### src/design/bil_pkg.sv
package bil_pkg;

    // Reset sequencing timing
    localparam int unsigned BIL_CLK_MHZ = 250;
    localparam int unsigned BIL_INT_RESET_US = 15;
    localparam int unsigned BIL_INT_RESET_CYC = BIL_INT_RESET_US * BIL_CLK_MHZ;

    // Image format
    localparam logic [31:0] BIL_SKIP_CRC = 32'h0D15AB1E;
    localparam logic [31:0] BIL_CRC_POLY = 32'hEDB88320;
    localparam logic [31:0] BIL_CRC_INIT = 32'hFFFFFFFF;
    localparam logic [31:0] BIL_CRC_XOR = 32'hFFFFFFFF;
    localparam int unsigned BIL_SEC_BOOT_BIT = 5;
    localparam logic [1:0] BIL_BYTE_LAST = 2'h3;
    localparam int unsigned BIL_OTP_AW = 11;
    localparam logic [10:0] BIL_OTP_BASE = 11'h000;
    localparam logic [10:0] BIL_OTP_SEC_ADDR = 11'h7FF;

    // Source selection
    typedef enum logic [0:0]
    {
        BIL_SRC_FLASH = 1'b0,
        BIL_SRC_OTP = 1'b1
    } bil_src_e;

    // Loader states
    typedef enum logic [3:0]
    {
        BIL_ST_HOLD = 4'b0000,
        BIL_ST_INTRST = 4'b0001,
        BIL_ST_SECRD = 4'b0010,
        BIL_ST_SECWT = 4'b0011,
        BIL_ST_SIZE = 4'b0100,
        BIL_ST_PROG = 4'b0101,
        BIL_ST_CRC = 4'b0110,
        BIL_ST_CHECK = 4'b0111,
        BIL_ST_RUN = 4'b1000,
        BIL_ST_FAIL = 4'b1001
    } bil_state_e;

    // RAM write port
    typedef struct packed
    {
        logic en;
        logic [31:0] addr;
        logic [31:0] data;
    } bil_ram_wr_s;

endpackage

### src/design/bil_crc32.sv
`timescale 1ns/1ps
`default_nettype none
module bil_crc32
    import bil_pkg::*;
(
    // Clock and reset
    input wire logic i_clk,
    input wire logic i_rst,
    // Control
    input wire logic i_clear,
    input wire logic i_valid,
    input wire logic [7:0] i_byte,
    // Result
    output logic [31:0] o_crc
);

    logic [31:0] crc_reg;

    function automatic logic [31:0] crc_step(input logic [31:0] c, input logic [7:0] b);
        logic [31:0] r;
        r = c ^ {24'h000000, b};
        for (int i = 0; i < 8; i++)
        begin
            r = r[0] ? ((r >> 1) ^ BIL_CRC_POLY) : (r >> 1);
        end
        return r;
    endfunction

    always_ff @(posedge i_clk or posedge i_rst)
    begin
        if (i_rst)
            crc_reg <= BIL_CRC_INIT;
        else if (i_clear)
            crc_reg <= BIL_CRC_INIT;
        else if (i_valid)
            crc_reg <= crc_step(crc_reg, i_byte);
    end

    assign o_crc = crc_reg ^ BIL_CRC_XOR;

endmodule
`default_nettype wire

### src/design/bil_loader.sv
// Summary of operation
// - While chip reset is low, hold tile reset and enable all I/O pull-downs.
// - After reset release, internal reset phase lasts 15 us before boot.
// - Security bit 5 set selects boot from one-time-programmable memory.
// - Security bit 5 clear selects boot from embedded serial flash.
// - Flash is reached through tile 0 port pins.
// - Image starts with 32-bit size word s, then s*4 program bytes.
// - Checksum word follows; marker 0x0D15AB1E skips CRC check.
// - Size and checksum words are least significant byte first.
// - Program written from lowest RAM address; execution starts there.
// - CRC covers size word and program bytes, not the checksum.
// - Reflected CRC-32, preset all ones, result inverted.
// - Secure boot bypasses boot ROM, starts at OTP address 0.
// - Security register loaded from OTP before boot source selection.
`timescale 1ns/1ps
`default_nettype none
module bil_loader
    import bil_pkg::*;
#(
    parameter int unsigned INT_RESET_CYC = BIL_INT_RESET_CYC
)
(
    // Clock and reset
    input wire logic i_clk,
    input wire logic i_rst,
    // Chip reset pin
    input wire logic i_chip_rst_n,
    // Tile 0 flash byte stream
    input wire logic i_flash_valid,
    input wire logic [7:0] i_flash_byte,
    output logic o_flash_ready,
    output logic o_flash_start,
    // OTP read port
    output logic o_otp_rd,
    output logic [BIL_OTP_AW-1:0] o_otp_addr,
    input wire logic i_otp_valid,
    input wire logic [31:0] i_otp_data,
    // RAM write port
    output bil_ram_wr_s o_ram_wr,
    // Status
    output logic o_tile_rst,
    output logic o_gpio_pd,
    output logic [31:0] o_sec_reg,
    output logic o_boot_src,
    output logic o_run,
    output logic [31:0] o_run_addr,
    output logic o_fail
);

    bil_state_e state_reg;
    logic [31:0] cnt_reg;
    logic [31:0] word_reg;
    logic [1:0] bidx_reg;
    logic [31:0] size_reg;
    logic [31:0] widx_reg;
    logic [31:0] sec_reg;
    logic src_otp_reg;
    logic [BIL_OTP_AW-1:0] oaddr_reg;
    logic [31:0] crc_val;
    logic crc_clear;
    logic crc_take;
    logic byte_ok;
    logic [31:0] asm_word;
    logic flash_phase;

    ////////////////////////////////////////////////////////////////////////////
    // Byte stream, only from flash in byte phases
    assign flash_phase = (state_reg == BIL_ST_SIZE) || (state_reg == BIL_ST_PROG)
        || (state_reg == BIL_ST_CRC);
    assign o_flash_ready = flash_phase && !src_otp_reg;
    assign byte_ok = o_flash_ready && i_flash_valid;
    assign asm_word = {i_flash_byte, word_reg[31:8]};
    assign crc_take = byte_ok && (state_reg != BIL_ST_CRC);
    assign crc_clear = (state_reg == BIL_ST_INTRST);

    bil_crc32 u_crc
    (
        .i_clk(i_clk),
        .i_rst(i_rst),
        .i_clear(crc_clear),
        .i_valid(crc_take),
        .i_byte(i_flash_byte),
        .o_crc(crc_val)
    );

    ////////////////////////////////////////////////////////////////////////////
    // Sequencer
    always_ff @(posedge i_clk or posedge i_rst)
    begin
        if (i_rst)
        begin
            state_reg <= BIL_ST_HOLD;
        end
        else if (!i_chip_rst_n)
        begin
            state_reg <= BIL_ST_HOLD;
        end
        else
        begin
            case (state_reg)
                BIL_ST_HOLD: state_reg <= BIL_ST_INTRST;
                BIL_ST_INTRST:
                    if (cnt_reg >= INT_RESET_CYC - 1)
                        state_reg <= BIL_ST_SECRD;
                BIL_ST_SECRD: state_reg <= BIL_ST_SECWT;
                BIL_ST_SECWT:
                    if (i_otp_valid)
                    begin
                        if (i_otp_data[BIL_SEC_BOOT_BIT])
                            state_reg <= BIL_ST_PROG;
                        else
                            state_reg <= BIL_ST_SIZE;
                    end
                BIL_ST_SIZE:
                    if (byte_ok && bidx_reg == BIL_BYTE_LAST)
                        state_reg <= (asm_word == 32'h00000000) ? BIL_ST_CRC : BIL_ST_PROG;
                BIL_ST_PROG:
                    if (src_otp_reg)
                    begin
                        state_reg <= BIL_ST_RUN;
                    end
                    else if (byte_ok && bidx_reg == BIL_BYTE_LAST && widx_reg == size_reg - 1)
                        state_reg <= BIL_ST_CRC;
                BIL_ST_CRC:
                    if (byte_ok && bidx_reg == BIL_BYTE_LAST)
                        state_reg <= BIL_ST_CHECK;
                BIL_ST_CHECK:
                    if (word_reg == BIL_SKIP_CRC || word_reg == crc_val)
                        state_reg <= BIL_ST_RUN;
                    else
                        state_reg <= BIL_ST_FAIL;
                BIL_ST_RUN: state_reg <= BIL_ST_RUN;
                BIL_ST_FAIL: state_reg <= BIL_ST_FAIL;
                default: state_reg <= BIL_ST_HOLD;
            endcase
        end
    end

    ////////////////////////////////////////////////////////////////////////////
    // Internal reset counter
    always_ff @(posedge i_clk or posedge i_rst)
    begin
        if (i_rst)
            cnt_reg <= 32'h00000000;
        else if (state_reg == BIL_ST_INTRST)
            cnt_reg <= cnt_reg + 32'h00000001;
        else
            cnt_reg <= 32'h00000000;
    end

    ////////////////////////////////////////////////////////////////////////////
    // Word assembly and counters
    always_ff @(posedge i_clk or posedge i_rst)
    begin
        if (i_rst)
        begin
            word_reg <= 32'h00000000;
            bidx_reg <= 2'h0;
            size_reg <= 32'h00000000;
            widx_reg <= 32'h00000000;
        end
        else if (state_reg == BIL_ST_INTRST)
        begin
            bidx_reg <= 2'h0;
            widx_reg <= 32'h00000000;
        end
        else if (byte_ok)
        begin
            word_reg <= asm_word;
            bidx_reg <= bidx_reg + 2'h1;
            if (state_reg == BIL_ST_SIZE && bidx_reg == BIL_BYTE_LAST)
                size_reg <= asm_word;
            if (state_reg == BIL_ST_PROG && bidx_reg == BIL_BYTE_LAST)
                widx_reg <= widx_reg + 32'h00000001;
        end
    end

    ////////////////////////////////////////////////////////////////////////////
    // RAM writes
    always_ff @(posedge i_clk or posedge i_rst)
    begin
        if (i_rst)
            o_ram_wr <= '0;
        else
        begin
            o_ram_wr.en <= byte_ok && state_reg == BIL_ST_PROG && bidx_reg == BIL_BYTE_LAST;
            o_ram_wr.addr <= {widx_reg[29:0], 2'h0};
            o_ram_wr.data <= asm_word;
        end
    end

    ////////////////////////////////////////////////////////////////////////////
    // Security register and source
    always_ff @(posedge i_clk or posedge i_rst)
    begin
        if (i_rst)
        begin
            sec_reg <= 32'h00000000;
            src_otp_reg <= 1'b0;
        end
        else if (state_reg == BIL_ST_SECWT && i_otp_valid)
        begin
            sec_reg <= i_otp_data;
            // bit 5 picks OTP; else flash
            src_otp_reg <= i_otp_data[BIL_SEC_BOOT_BIT];
        end
    end

    // OTP read address, security word then base
    always_ff @(posedge i_clk or posedge i_rst)
    begin
        if (i_rst)
            oaddr_reg <= BIL_OTP_SEC_ADDR;
        else if (state_reg == BIL_ST_HOLD)
            oaddr_reg <= BIL_OTP_SEC_ADDR;
        else if (state_reg == BIL_ST_SECWT && i_otp_valid)
            oaddr_reg <= BIL_OTP_BASE;
    end

    ////////////////////////////////////////////////////////////////////////////
    // Outputs
    assign o_otp_rd = (state_reg == BIL_ST_SECRD);
    assign o_otp_addr = oaddr_reg;
    assign o_tile_rst = (state_reg != BIL_ST_RUN);
    assign o_gpio_pd = (state_reg == BIL_ST_HOLD) || (state_reg == BIL_ST_INTRST);
    assign o_flash_start = (state_reg == BIL_ST_SECWT) && i_otp_valid
        && !i_otp_data[BIL_SEC_BOOT_BIT];
    assign o_sec_reg = sec_reg;
    assign o_boot_src = src_otp_reg;
    assign o_run = (state_reg == BIL_ST_RUN);
    // start at base; OTP address 0
    assign o_run_addr = 32'h00000000;
    assign o_fail = (state_reg == BIL_ST_FAIL);

endmodule
`default_nettype wire

### config.mk
export PLATFORM = sky130hd
export DESIGN_NAME = bil_loader
export DESIGN_NICKNAME = d
export VERILOG_FILES = /design/src/design/bil_pkg.sv /design/src/design/bil_crc32.sv /design/src/design/bil_loader.sv
export SDC_FILE = /design/constraint.sdc
export NUM_CORES = 1
export LEC_CHECK = 0
export BUFFER_PORTS_ARGS = -buffer_cell sky130_fd_sc_hd__buf_2
export CAP_MARGIN = 20
export CORE_ASPECT_RATIO = 1.1
export CORE_MARGIN = 5
export CORE_UTILIZATION = 62
export CTS_CLUSTER_DIAMETER = 150
export DETAILED_ROUTE_END_ITERATION = 16
export GPL_ROUTABILITY_DRIVEN = 0
export PLACE_DENSITY = 0.84
export RECOVER_POWER = 50
export REMOVE_ABC_BUFFERS = 1
export SLEW_MARGIN = 20
export SYNTH_ARGS = -nofsm -noshare
export SYNTH_HDL_FRONTEND = slang
export SYNTH_SLANG_ARGS = --single-unit
### constraint.sdc
create_clock -name i_clk -period 17.2 [get_ports i_clk]
set_clock_uncertainty 0.05 [all_clocks]
set_input_delay 0.86 -clock i_clk [delete_from_list [all_inputs] [get_ports i_clk]]
set_output_delay 0.86 -clock i_clk [all_outputs]
set_load 0.01 [all_outputs]
==> qor.log, run 1 <==
[final_layout] Synth-to-Final Area Change 13.3%
[setup_path] Worst setup EP type async pin
[die] Top-Level Pins 193
[die] width of the chip 145 um
[die] number of rows in the core area 54
[global_route] vias in the first global route 8,924
[run] number of violations of the max-capacitance limit 3
[final_layout] share of layout cells above drive strength 1 19.4%
[die] total die area 0.0230 sq mm
[drt] routed wire length on met2 14,300 um
[drt] TritonRoute pass-1 iters 5
[global_route] first-pass GRT wire length 47,100 um
[logic_synthesis] number of synthesized flops with an enable pin 0
[logic_synthesis] YS warnings 0
[clock_tree] clock latency on the worst-skew pair 0.53 ns
[setup_path] Worst Reg2Reg Path Length in Cells 7
[drt] met3 routed wirelength 2040 um
[logic_synthesis] number of storage elements in the synthesis netlist 262
[setup_path] capture instance of the worst register-to-register path widx_reg[24]$_DFFE_PP0P_
[clock_tree] root buffer cell clkbuf_16
[sta] setup repair after global routing missed its margin no
[drt] DR vias 8,883
[clock_tree] clock transition at the registers of the reported paths 0.06 ns
[sta] achievable frequency 150 MHz
[clock_tree] level count of the clock H-tree 1
[clock_tree] hold-fix buffer count after cts 0
[logic_synthesis] combinational family with the most area after synthesis simple AND/OR/NAND/NOR gates
[drt] length of routed wiring on met1 11,500 um
[global_route] leftover overflow at the end of global routing 0
[drt] via count normalized by instance count 5.85
[power_and_ir_drop] internal power summed over all cells 1.44 mW
[sta] transition time of the tightest slew-check pin 4.91 ns
[clock_tree] clock tree from TritonCTS done
[hold_path] hold_sp widx_reg[24]$_DFFE_PP0P_
[power_and_ir_drop] Psw 0.731 mW
[sta] Max Transition Viols Final 204
[setup_path] highest net fanout along the worst path 117
[setup_path] data required time at the worst endpoint 16.96 ns
[clock_tree] number of setup buffers added after CTS 0
[die] die height 159 um
[hold_path] worst min-delay path category flip-flop to flip-flop
[power_and_ir_drop] total leakage power 6.25 nW
[sta] final hold violation count 0
[clock_tree] Post-CTS Resized 0
[clock_tree] number of buffers created by CTS 26
[drt] Post-DRT Antenna Nets 0
[clock_tree] Sinks on Clock Net 262
[setup_path] data arrival at the endpoint of the critical path 6.44 ns
[power_and_ir_drop] power share of the combinational group 28.1%
[logic_synthesis] Netlist Area Pre-Place 0.0125 sq mm
[final_layout] nets@finish 1,298
[logic_synthesis] Netlist cell types 61
[logic_synthesis] fraction of the mapped netlist area in adder cells 0.603%
[sta] final hold slack 0.419 ns
[logic_synthesis] simple-gate portion of the synthesized area 14.6%
[drt] wire per inst 19.0 um
[clock_tree] maximum root-to-sink buffer count 3
[drt] drt drc 0
[die] CORE AREA 0.0198 sq mm
[sta] time the worst path needs with I/O delays and setup 6.68 ns
[final_layout] ant diodes 0
[sta] number of endpoints failing setup at the final stage 0
[drt] top layer in use met4
[logic_synthesis] Post-Synth XOR/XNOR Area 13.6%
[outcome] status finished with violations
[power_and_ir_drop] IR drop worst, VDD 0.000132 V
[die] initial standard-cell utilization of the core 62.9%
[hold_path] number of instances on the worst hold path 0
[drt] final WL 28,900 um
[sta] final-layout setup total negative slack 0 ns
[logic_synthesis] fraction of synthesized area in multiplexers 8.65%
[logic_synthesis] per-instance average area after synthesis 11.3 sq um
[global_route] combined global-route utilization of all metal layers 24.9%
[logic_synthesis] most common flop cell mapped by yosys dfrtp_1
[hold_path] Min-Delay Endpoint o_ram_wr[58]$_DFF_PP0_
[logic_synthesis] count of mapped cells out of synthesis 1,102
[logic_synthesis] register area share after synthesis 53.0%
[logic_synthesis] share of the synthesized area in compound gates (AO/OA/AOI/OAI) 5.11%
[placed_design] sum of net half-perimeters after detailed placement 20,000 um
[setup_path] reg2reg start state_reg[2]$_DFFE_PP0P_
[global_route] antenna violations before repair 0
[global_route] largest net degree at the start of global routing 118
[power_and_ir_drop] switching share of power 33.6%
[setup_path] Setup crit start kind input port
[sta] slew margin rel. -229%
[drt] DRT iter0 DRCs 722
[placed_design] total of buffers placed on input and output ports 158
[logic_synthesis] Async S/R FF share, synth 100%
[power_and_ir_drop] power per unit of standard cell area 154 mW/mm^2
[final_layout] register with the highest flop count o_ram_wr
[outcome] failing checks max-capacitance violations, max-slew violations
[power_and_ir_drop] register share of total power 42.1%
[sta] share of the clock period used by the worst path after layout 38.9%
[final_layout] number of flip-flops in the largest register 63
[setup_path] critical setup path kind input port to async pin
[setup_path] worst-case register-to-register setup slack 12.58 ns
[power_and_ir_drop] Clk pwr share 29.8%
==> cell usage after synthesis (all sizes together), types with 2 or more instances <==
cell	n	area share [%]
and4	8	0.56
nor4b	4	0.40
nand4	33	1.8
o22a	2	0.14
xnor2	98	6.9
a21oi	55	2.2
nor2	109	3.3
nor4	28	1.7
inv	18	0.54
dfstp	33	7.0
a311oi	2	0.14
mux2	93	8.4
mux2i	3	0.24
or2	2	0.10
clkbuf	28	0.84
nand3b	5	0.30
or4	8	0.49
a31oi	5	0.25
a2111oi	2	0.19
or3	14	0.70
dfrtp	229	46
ha	6	0.60
and3	10	0.50
nor3b	6	0.36
xor2	96	6.7
nand3	33	1.3
nand2b	4	0.20
nand2	38	1.1
and3b	2	0.14
nor2b	3	0.15
nor3	24	0.96
buf	52	3.0
o21ai	19	0.76
and2	6	0.30
o31a	3	0.22
o2111ai	4	0.28
o32ai	2	0.14
==> critical path, cell delays in order <==
cell and delay (ns):
buf_2 0.10, clkinvlp_2 2.70, clkbuf_1 2.70
==> how the worst max path moves through the flow <==
stage,cells past startpoint,slack (ns),to,start
finish,3,10.52,o_ram_wr[57]$_DFF_PP0_,i_rst
global route,3,8.89,o_ram_wr[63]$_DFF_PP0_,i_rst
CTS,4,13.46,o_flash_start,state_reg[1]$_DFFE_PP0P_
detailed placement,8,13.77,widx_reg[30]$_DFFE_PP0P_,i_flash_valid
global placement,9,13.83,u_crc.crc_reg[4]$_DFFE_PP1P_,state_reg[2]$_DFFE_PP0P_
floorplan,1,9.13,bidx_reg[0]$_DFFE_PP0P_,i_rst
==> routing by layer <==
layer	GRT usage (%)	vias up
met3	4.07	85
met1	33.5	4368
met5	0	-
met2	41.2	368
met4	9.86	0
li1	-	4062
==> cells by family after synthesis <==
group / Yosys count
compound gates: 105
other cells: 1
buf+inv: 98
fa+ha+maj: 6
xor+xnor: 194
simple gates: 340
flops: 262
mux: 96
==> stage by stage <==
step	setup slack [ns]	utilization (%)	cells	power, mW	instance area, sq um
global placement	13.83	67.0	1471	1.52	13300
global route	8.89	71.3	1518	2.28	14100
floorplan	9.13	-	1055	1.31	12100
detailed placement	13.77	67.0	1471	1.54	13300
finish	10.52	71.3	1518	2.17	14100
CTS	13.46	72.1	1518	2.20	14300
==> power by group through the flow <==
stage / Sequential [mW] / Clock [mW] / Combinational (mW)
finish: 0.915 / 0.647 / 0.610
global route: 0.930 / 0.685 / 0.669
CTS: 0.910 / 0.658 / 0.629
detailed placement: 0.919 / 0 / 0.618
global placement: 0.912 / 0 / 0.604
floorplan: 0.896 / 0 / 0.417
==> final cells by class <==
| class | instances | area, sq um |
|---|---|---|
| timing repair buffer | 164 | 702 |
| sequential | 262 | 6600 |
| multi-input combinational | 775 | 5440 |
| fill | 1420 | 5680 |
| clock buffer | 35 | 756 |
| inverter | 18 | 68.8 |
| clock inverter | 12 | 240 |
| tap | 252 | 315 |
==> cell usage in the layout (no fill, tap or decap), types with 8 or more instances in the layout <==
master / count
dfrtp_1: 229
nor2_1: 109
clkbuf_1: 108
xnor2_1: 98
xor2_1: 96
mux2_2: 93
a21oi_1: 54
buf_2: 54
nand2_1: 37
conb_1: 34
nand3_1: 33
dfstp_2: 33
nand4_1: 32
clkbuf_16: 27
nor4_1: 25
nor3_1: 23
o21ai_0: 19
inv_1: 17
or3_1: 14
and3_1: 10
and4_1: 8
No activity file was read; power rests on OpenSTA's default activity.
==> run 2: changes to the inputs <==
--- a/config.mk
+++ b/config.mk
@@ -9,11 +9,11 @@
 export CAP_MARGIN = 20
 export CORE_ASPECT_RATIO = 1.1
 export CORE_MARGIN = 5
-export CORE_UTILIZATION = 62
+export CORE_UTILIZATION = 52
 export CTS_CLUSTER_DIAMETER = 150
 export DETAILED_ROUTE_END_ITERATION = 16
 export GPL_ROUTABILITY_DRIVEN = 0
-export PLACE_DENSITY = 0.84
+export PLACE_DENSITY = 0.75
 export RECOVER_POWER = 50
 export REMOVE_ABC_BUFFERS = 1
 export SLEW_MARGIN = 20
==> constraint.sdc (replaced) <==
create_clock -name i_clk -period 5.47 [get_ports i_clk]
set_clock_uncertainty 0.05 [all_clocks]
set_input_delay 0.2735 -clock i_clk [delete_from_list [all_inputs] [get_ports i_clk]]
set_output_delay 0.2735 -clock i_clk [all_outputs]
set_load 0.01 [all_outputs]
==> qor.log, run 2 (synthesis gave the netlist of run 1 again) <==
[sta] final hold violation count 0
[outcome] status finished with violations
[sta] time the worst path needs with I/O delays and setup 3.46 ns
[placed_design] worst slack after detailed placement 2.09 ns
[clock_tree] Post-CTS Resized 0
[drt] wire per inst 18.5 um
[hold_path] worst min-delay path category input port to flip-flop
[setup_path] worst-case register-to-register setup slack 2.01 ns
[drt] DRT iter0 DRCs 701
[placed_design] sum of net half-perimeters after detailed placement 20,400 um
[power_and_ir_drop] total leakage power 6.38 nW
[hold_path] hold_sp i_flash_valid
[final_layout] share of layout cells above drive strength 1 17.6%
[drt] final WL 29,900 um
[final_layout] ant diodes 0
[placed_design] instance count after placement with tap cells included 1,526
[drt] via count normalized by instance count 5.51
[sta] share of the clock period used by the worst path after layout 63.3%
[clock_tree] Sinks on Clock Net 262
[global_route] largest net degree at the start of global routing 145
[clock_tree] level count of the clock H-tree 1
[sta] setup repair after global routing missed its margin no
[die] CORE AREA 0.0236 sq mm
[sta] Max Transition Viols Final 119
[clock_tree] clock tree from TritonCTS done
[final_layout] flip-flop and latch area 0.00660 sq mm
[die] width of the chip 158 um
[sta] Worst Slack Setup Final 2.01 ns
[final_layout] number of flip-flops in the largest register 63
[die] number of rows in the core area 59
[final_layout] Synth-to-Final Area Change 16.5%
[run] number of violations of the max-capacitance limit 1
[final_layout] Filler Cell Count 1,981
[final_layout] register with the highest flop count o_ram_wr
[sta] number of endpoints failing setup at the final stage 0
[setup_path] critical setup path kind flip-flop to flip-flop
[setup_path] Worst Reg2Reg Path Length in Cells 8
[power_and_ir_drop] IR drop worst, VDD 0.000391 V
[drt] Post-DRT Antenna Nets 0
[power_and_ir_drop] power per unit of standard cell area 459 mW/mm^2
[setup_path] capture instance of the worst register-to-register path state_reg[0]$_DFFE_PP0P_
[clock_tree] clock transition at the registers of the reported paths 0.06 ns
[final_layout] highest-count cells in the layout ignoring fill and taps dfrtp_1 (229), clkbuf_1 (121), nor2_1 (109), xnor2_1 (98), xor2_1 (96)
[sta] transition time of the tightest slew-check pin 2.44 ns
[final_layout] leading cell type in the layout, fill and taps excluded dfrtp_1
[die] Top-Level Pins 193
[clock_tree] maximum root-to-sink buffer count 3
[setup_path] data arrival at the endpoint of the critical path 3.87 ns
[clock_tree] number of buffers created by CTS 27
[global_route] antenna violations before repair 0
[clock_tree] root buffer cell clkbuf_16
[drt] drt drc 0
[setup_path] Setup crit start kind flip-flop
[hold_path] number of instances on the worst hold path 3
[clock_tree] clock latency on the worst-skew pair 0.54 ns
[setup_path] reg2reg start size_reg[3]$_DFFE_PP0P_
[setup_path] data required time at the worst endpoint 5.88 ns
[setup_path] highest net fanout along the worst path 10
[sta] slew margin rel. -62.9%
[drt] TritonRoute pass-1 iters 6
[hold_path] Min-Delay Endpoint o_ram_wr[64]$_DFF_PP0_
[final_layout] nets@finish 1,343
[global_route] leftover overflow at the end of global routing 0
[placed_design] total of buffers placed on input and output ports 158
[setup_path] Worst setup EP type flip-flop
[die] die height 172 um
[sta] final-layout setup total negative slack 0 ns
[global_route] first-pass GRT wire length 47,800 um
[global_route] combined global-route utilization of all metal layers 21.8%
[sta] achievable frequency 289 MHz
[final_layout] Layout Cells excl Fill 1,614
[global_route] vias in the first global route 8,963
[outcome] failing checks max-capacitance violations, max-slew violations
[drt] DR vias 8,898
[die] initial standard-cell utilization of the core 52.7%
[die] total die area 0.0272 sq mm
[final_layout] multi-input gate area in the final layout 0.00545 sq mm
==> run 2: cell count changes in the layout (fill, tap and decap cells not counted), sizes merged <==
cell,change
buf,-8
bufinv,-5
clkbuf,+13
clkinvlp,-1
dlygate4sd3,+42
inv,+2
==> run 2: worst max-delay path by stage <==
stage | slack [ns] | cells after the start | to | from
after global placement | 2.18 | 8 | state_reg[0]$_DFFE_PP0P_ | size_reg[3]$_DFFE_PP0P_
after global routing | 1.77 | 7 | widx_reg[30]$_DFFE_PP0P_ | state_reg[2]$_DFFE_PP0P_
after detailed placement | 2.09 | 8 | state_reg[0]$_DFFE_PP0P_ | size_reg[3]$_DFFE_PP0P_
after floorplan | -2.01 | 1 | bidx_reg[0]$_DFFE_PP0P_ | i_rst
after CTS | 2.05 | 8 | state_reg[0]$_DFFE_PP0P_ | size_reg[3]$_DFFE_PP0P_
final | 2.01 | 8 | state_reg[0]$_DFFE_PP0P_ | size_reg[3]$_DFFE_PP0P_
==> run 2: power breakdown <==
part	internal, mW	switching (mW)	total [mW]
combinational	0.882	1.11	1.99
sequential	2.38	0.491	2.88
clock	1.07	0.734	1.80
total	4.33	2.33	6.67
==> run 2: final cells by class <==
type,instances,share of cell area (%)
Clock buffer,38,5.28
Sequential cell,262,45.4
Multi-Input combinational cell,775,37.5
Timing Repair Buffer,208,7.90
Clock inverter,8,0.707
Tap cell,305,2.63
Inverter,18,0.491
==> run 2: routing by layer <==
layer | track usage (%) | vias to the layer above | part of all wire (%)
met4 | 7.41 | 0 | 3.2
met1 | 29.1 | 4371 | 41
met2 | 37.2 | 301 | 50
met3 | 2.78 | 85 | 5.5
met5 | 0 | - | 0
li1 | - | 4141 | -
==> run 2: stage by stage <==
step           power (mW)  util (%)  cell area, sq um  hold slack (ns)
4_1_cts              6.76      62.1             14700            0.144
3_5_place_dp         4.90      56.6             13400            0.404
6_report             6.67      61.5             14500            0.168
5_1_grt              7.03      61.5             14500            0.173
2_1_floorplan        4.13         -             12100            0.255
3_3_place_gp         4.83      56.6             13400            0.397
==> run 2: worst max-delay path, stage by stage, from the launching register on <==
cell and delay, ns:
dfrtp_1 0.47, nor4_4 0.65, nand4_4 0.22, or4_1 0.57
a2111o_1 0.40, a2111oi_2 0.34, o2111ai_1 0.24, a21oi_1 0.25
mux2i_1 0.21
==> run 2: timing repair <==
item / 4_1_cts / 5_1_grt
buffers inserted: 0 / 0
hold buffers: 42 / 0
endpoints found under the hold margin: 140 / 0
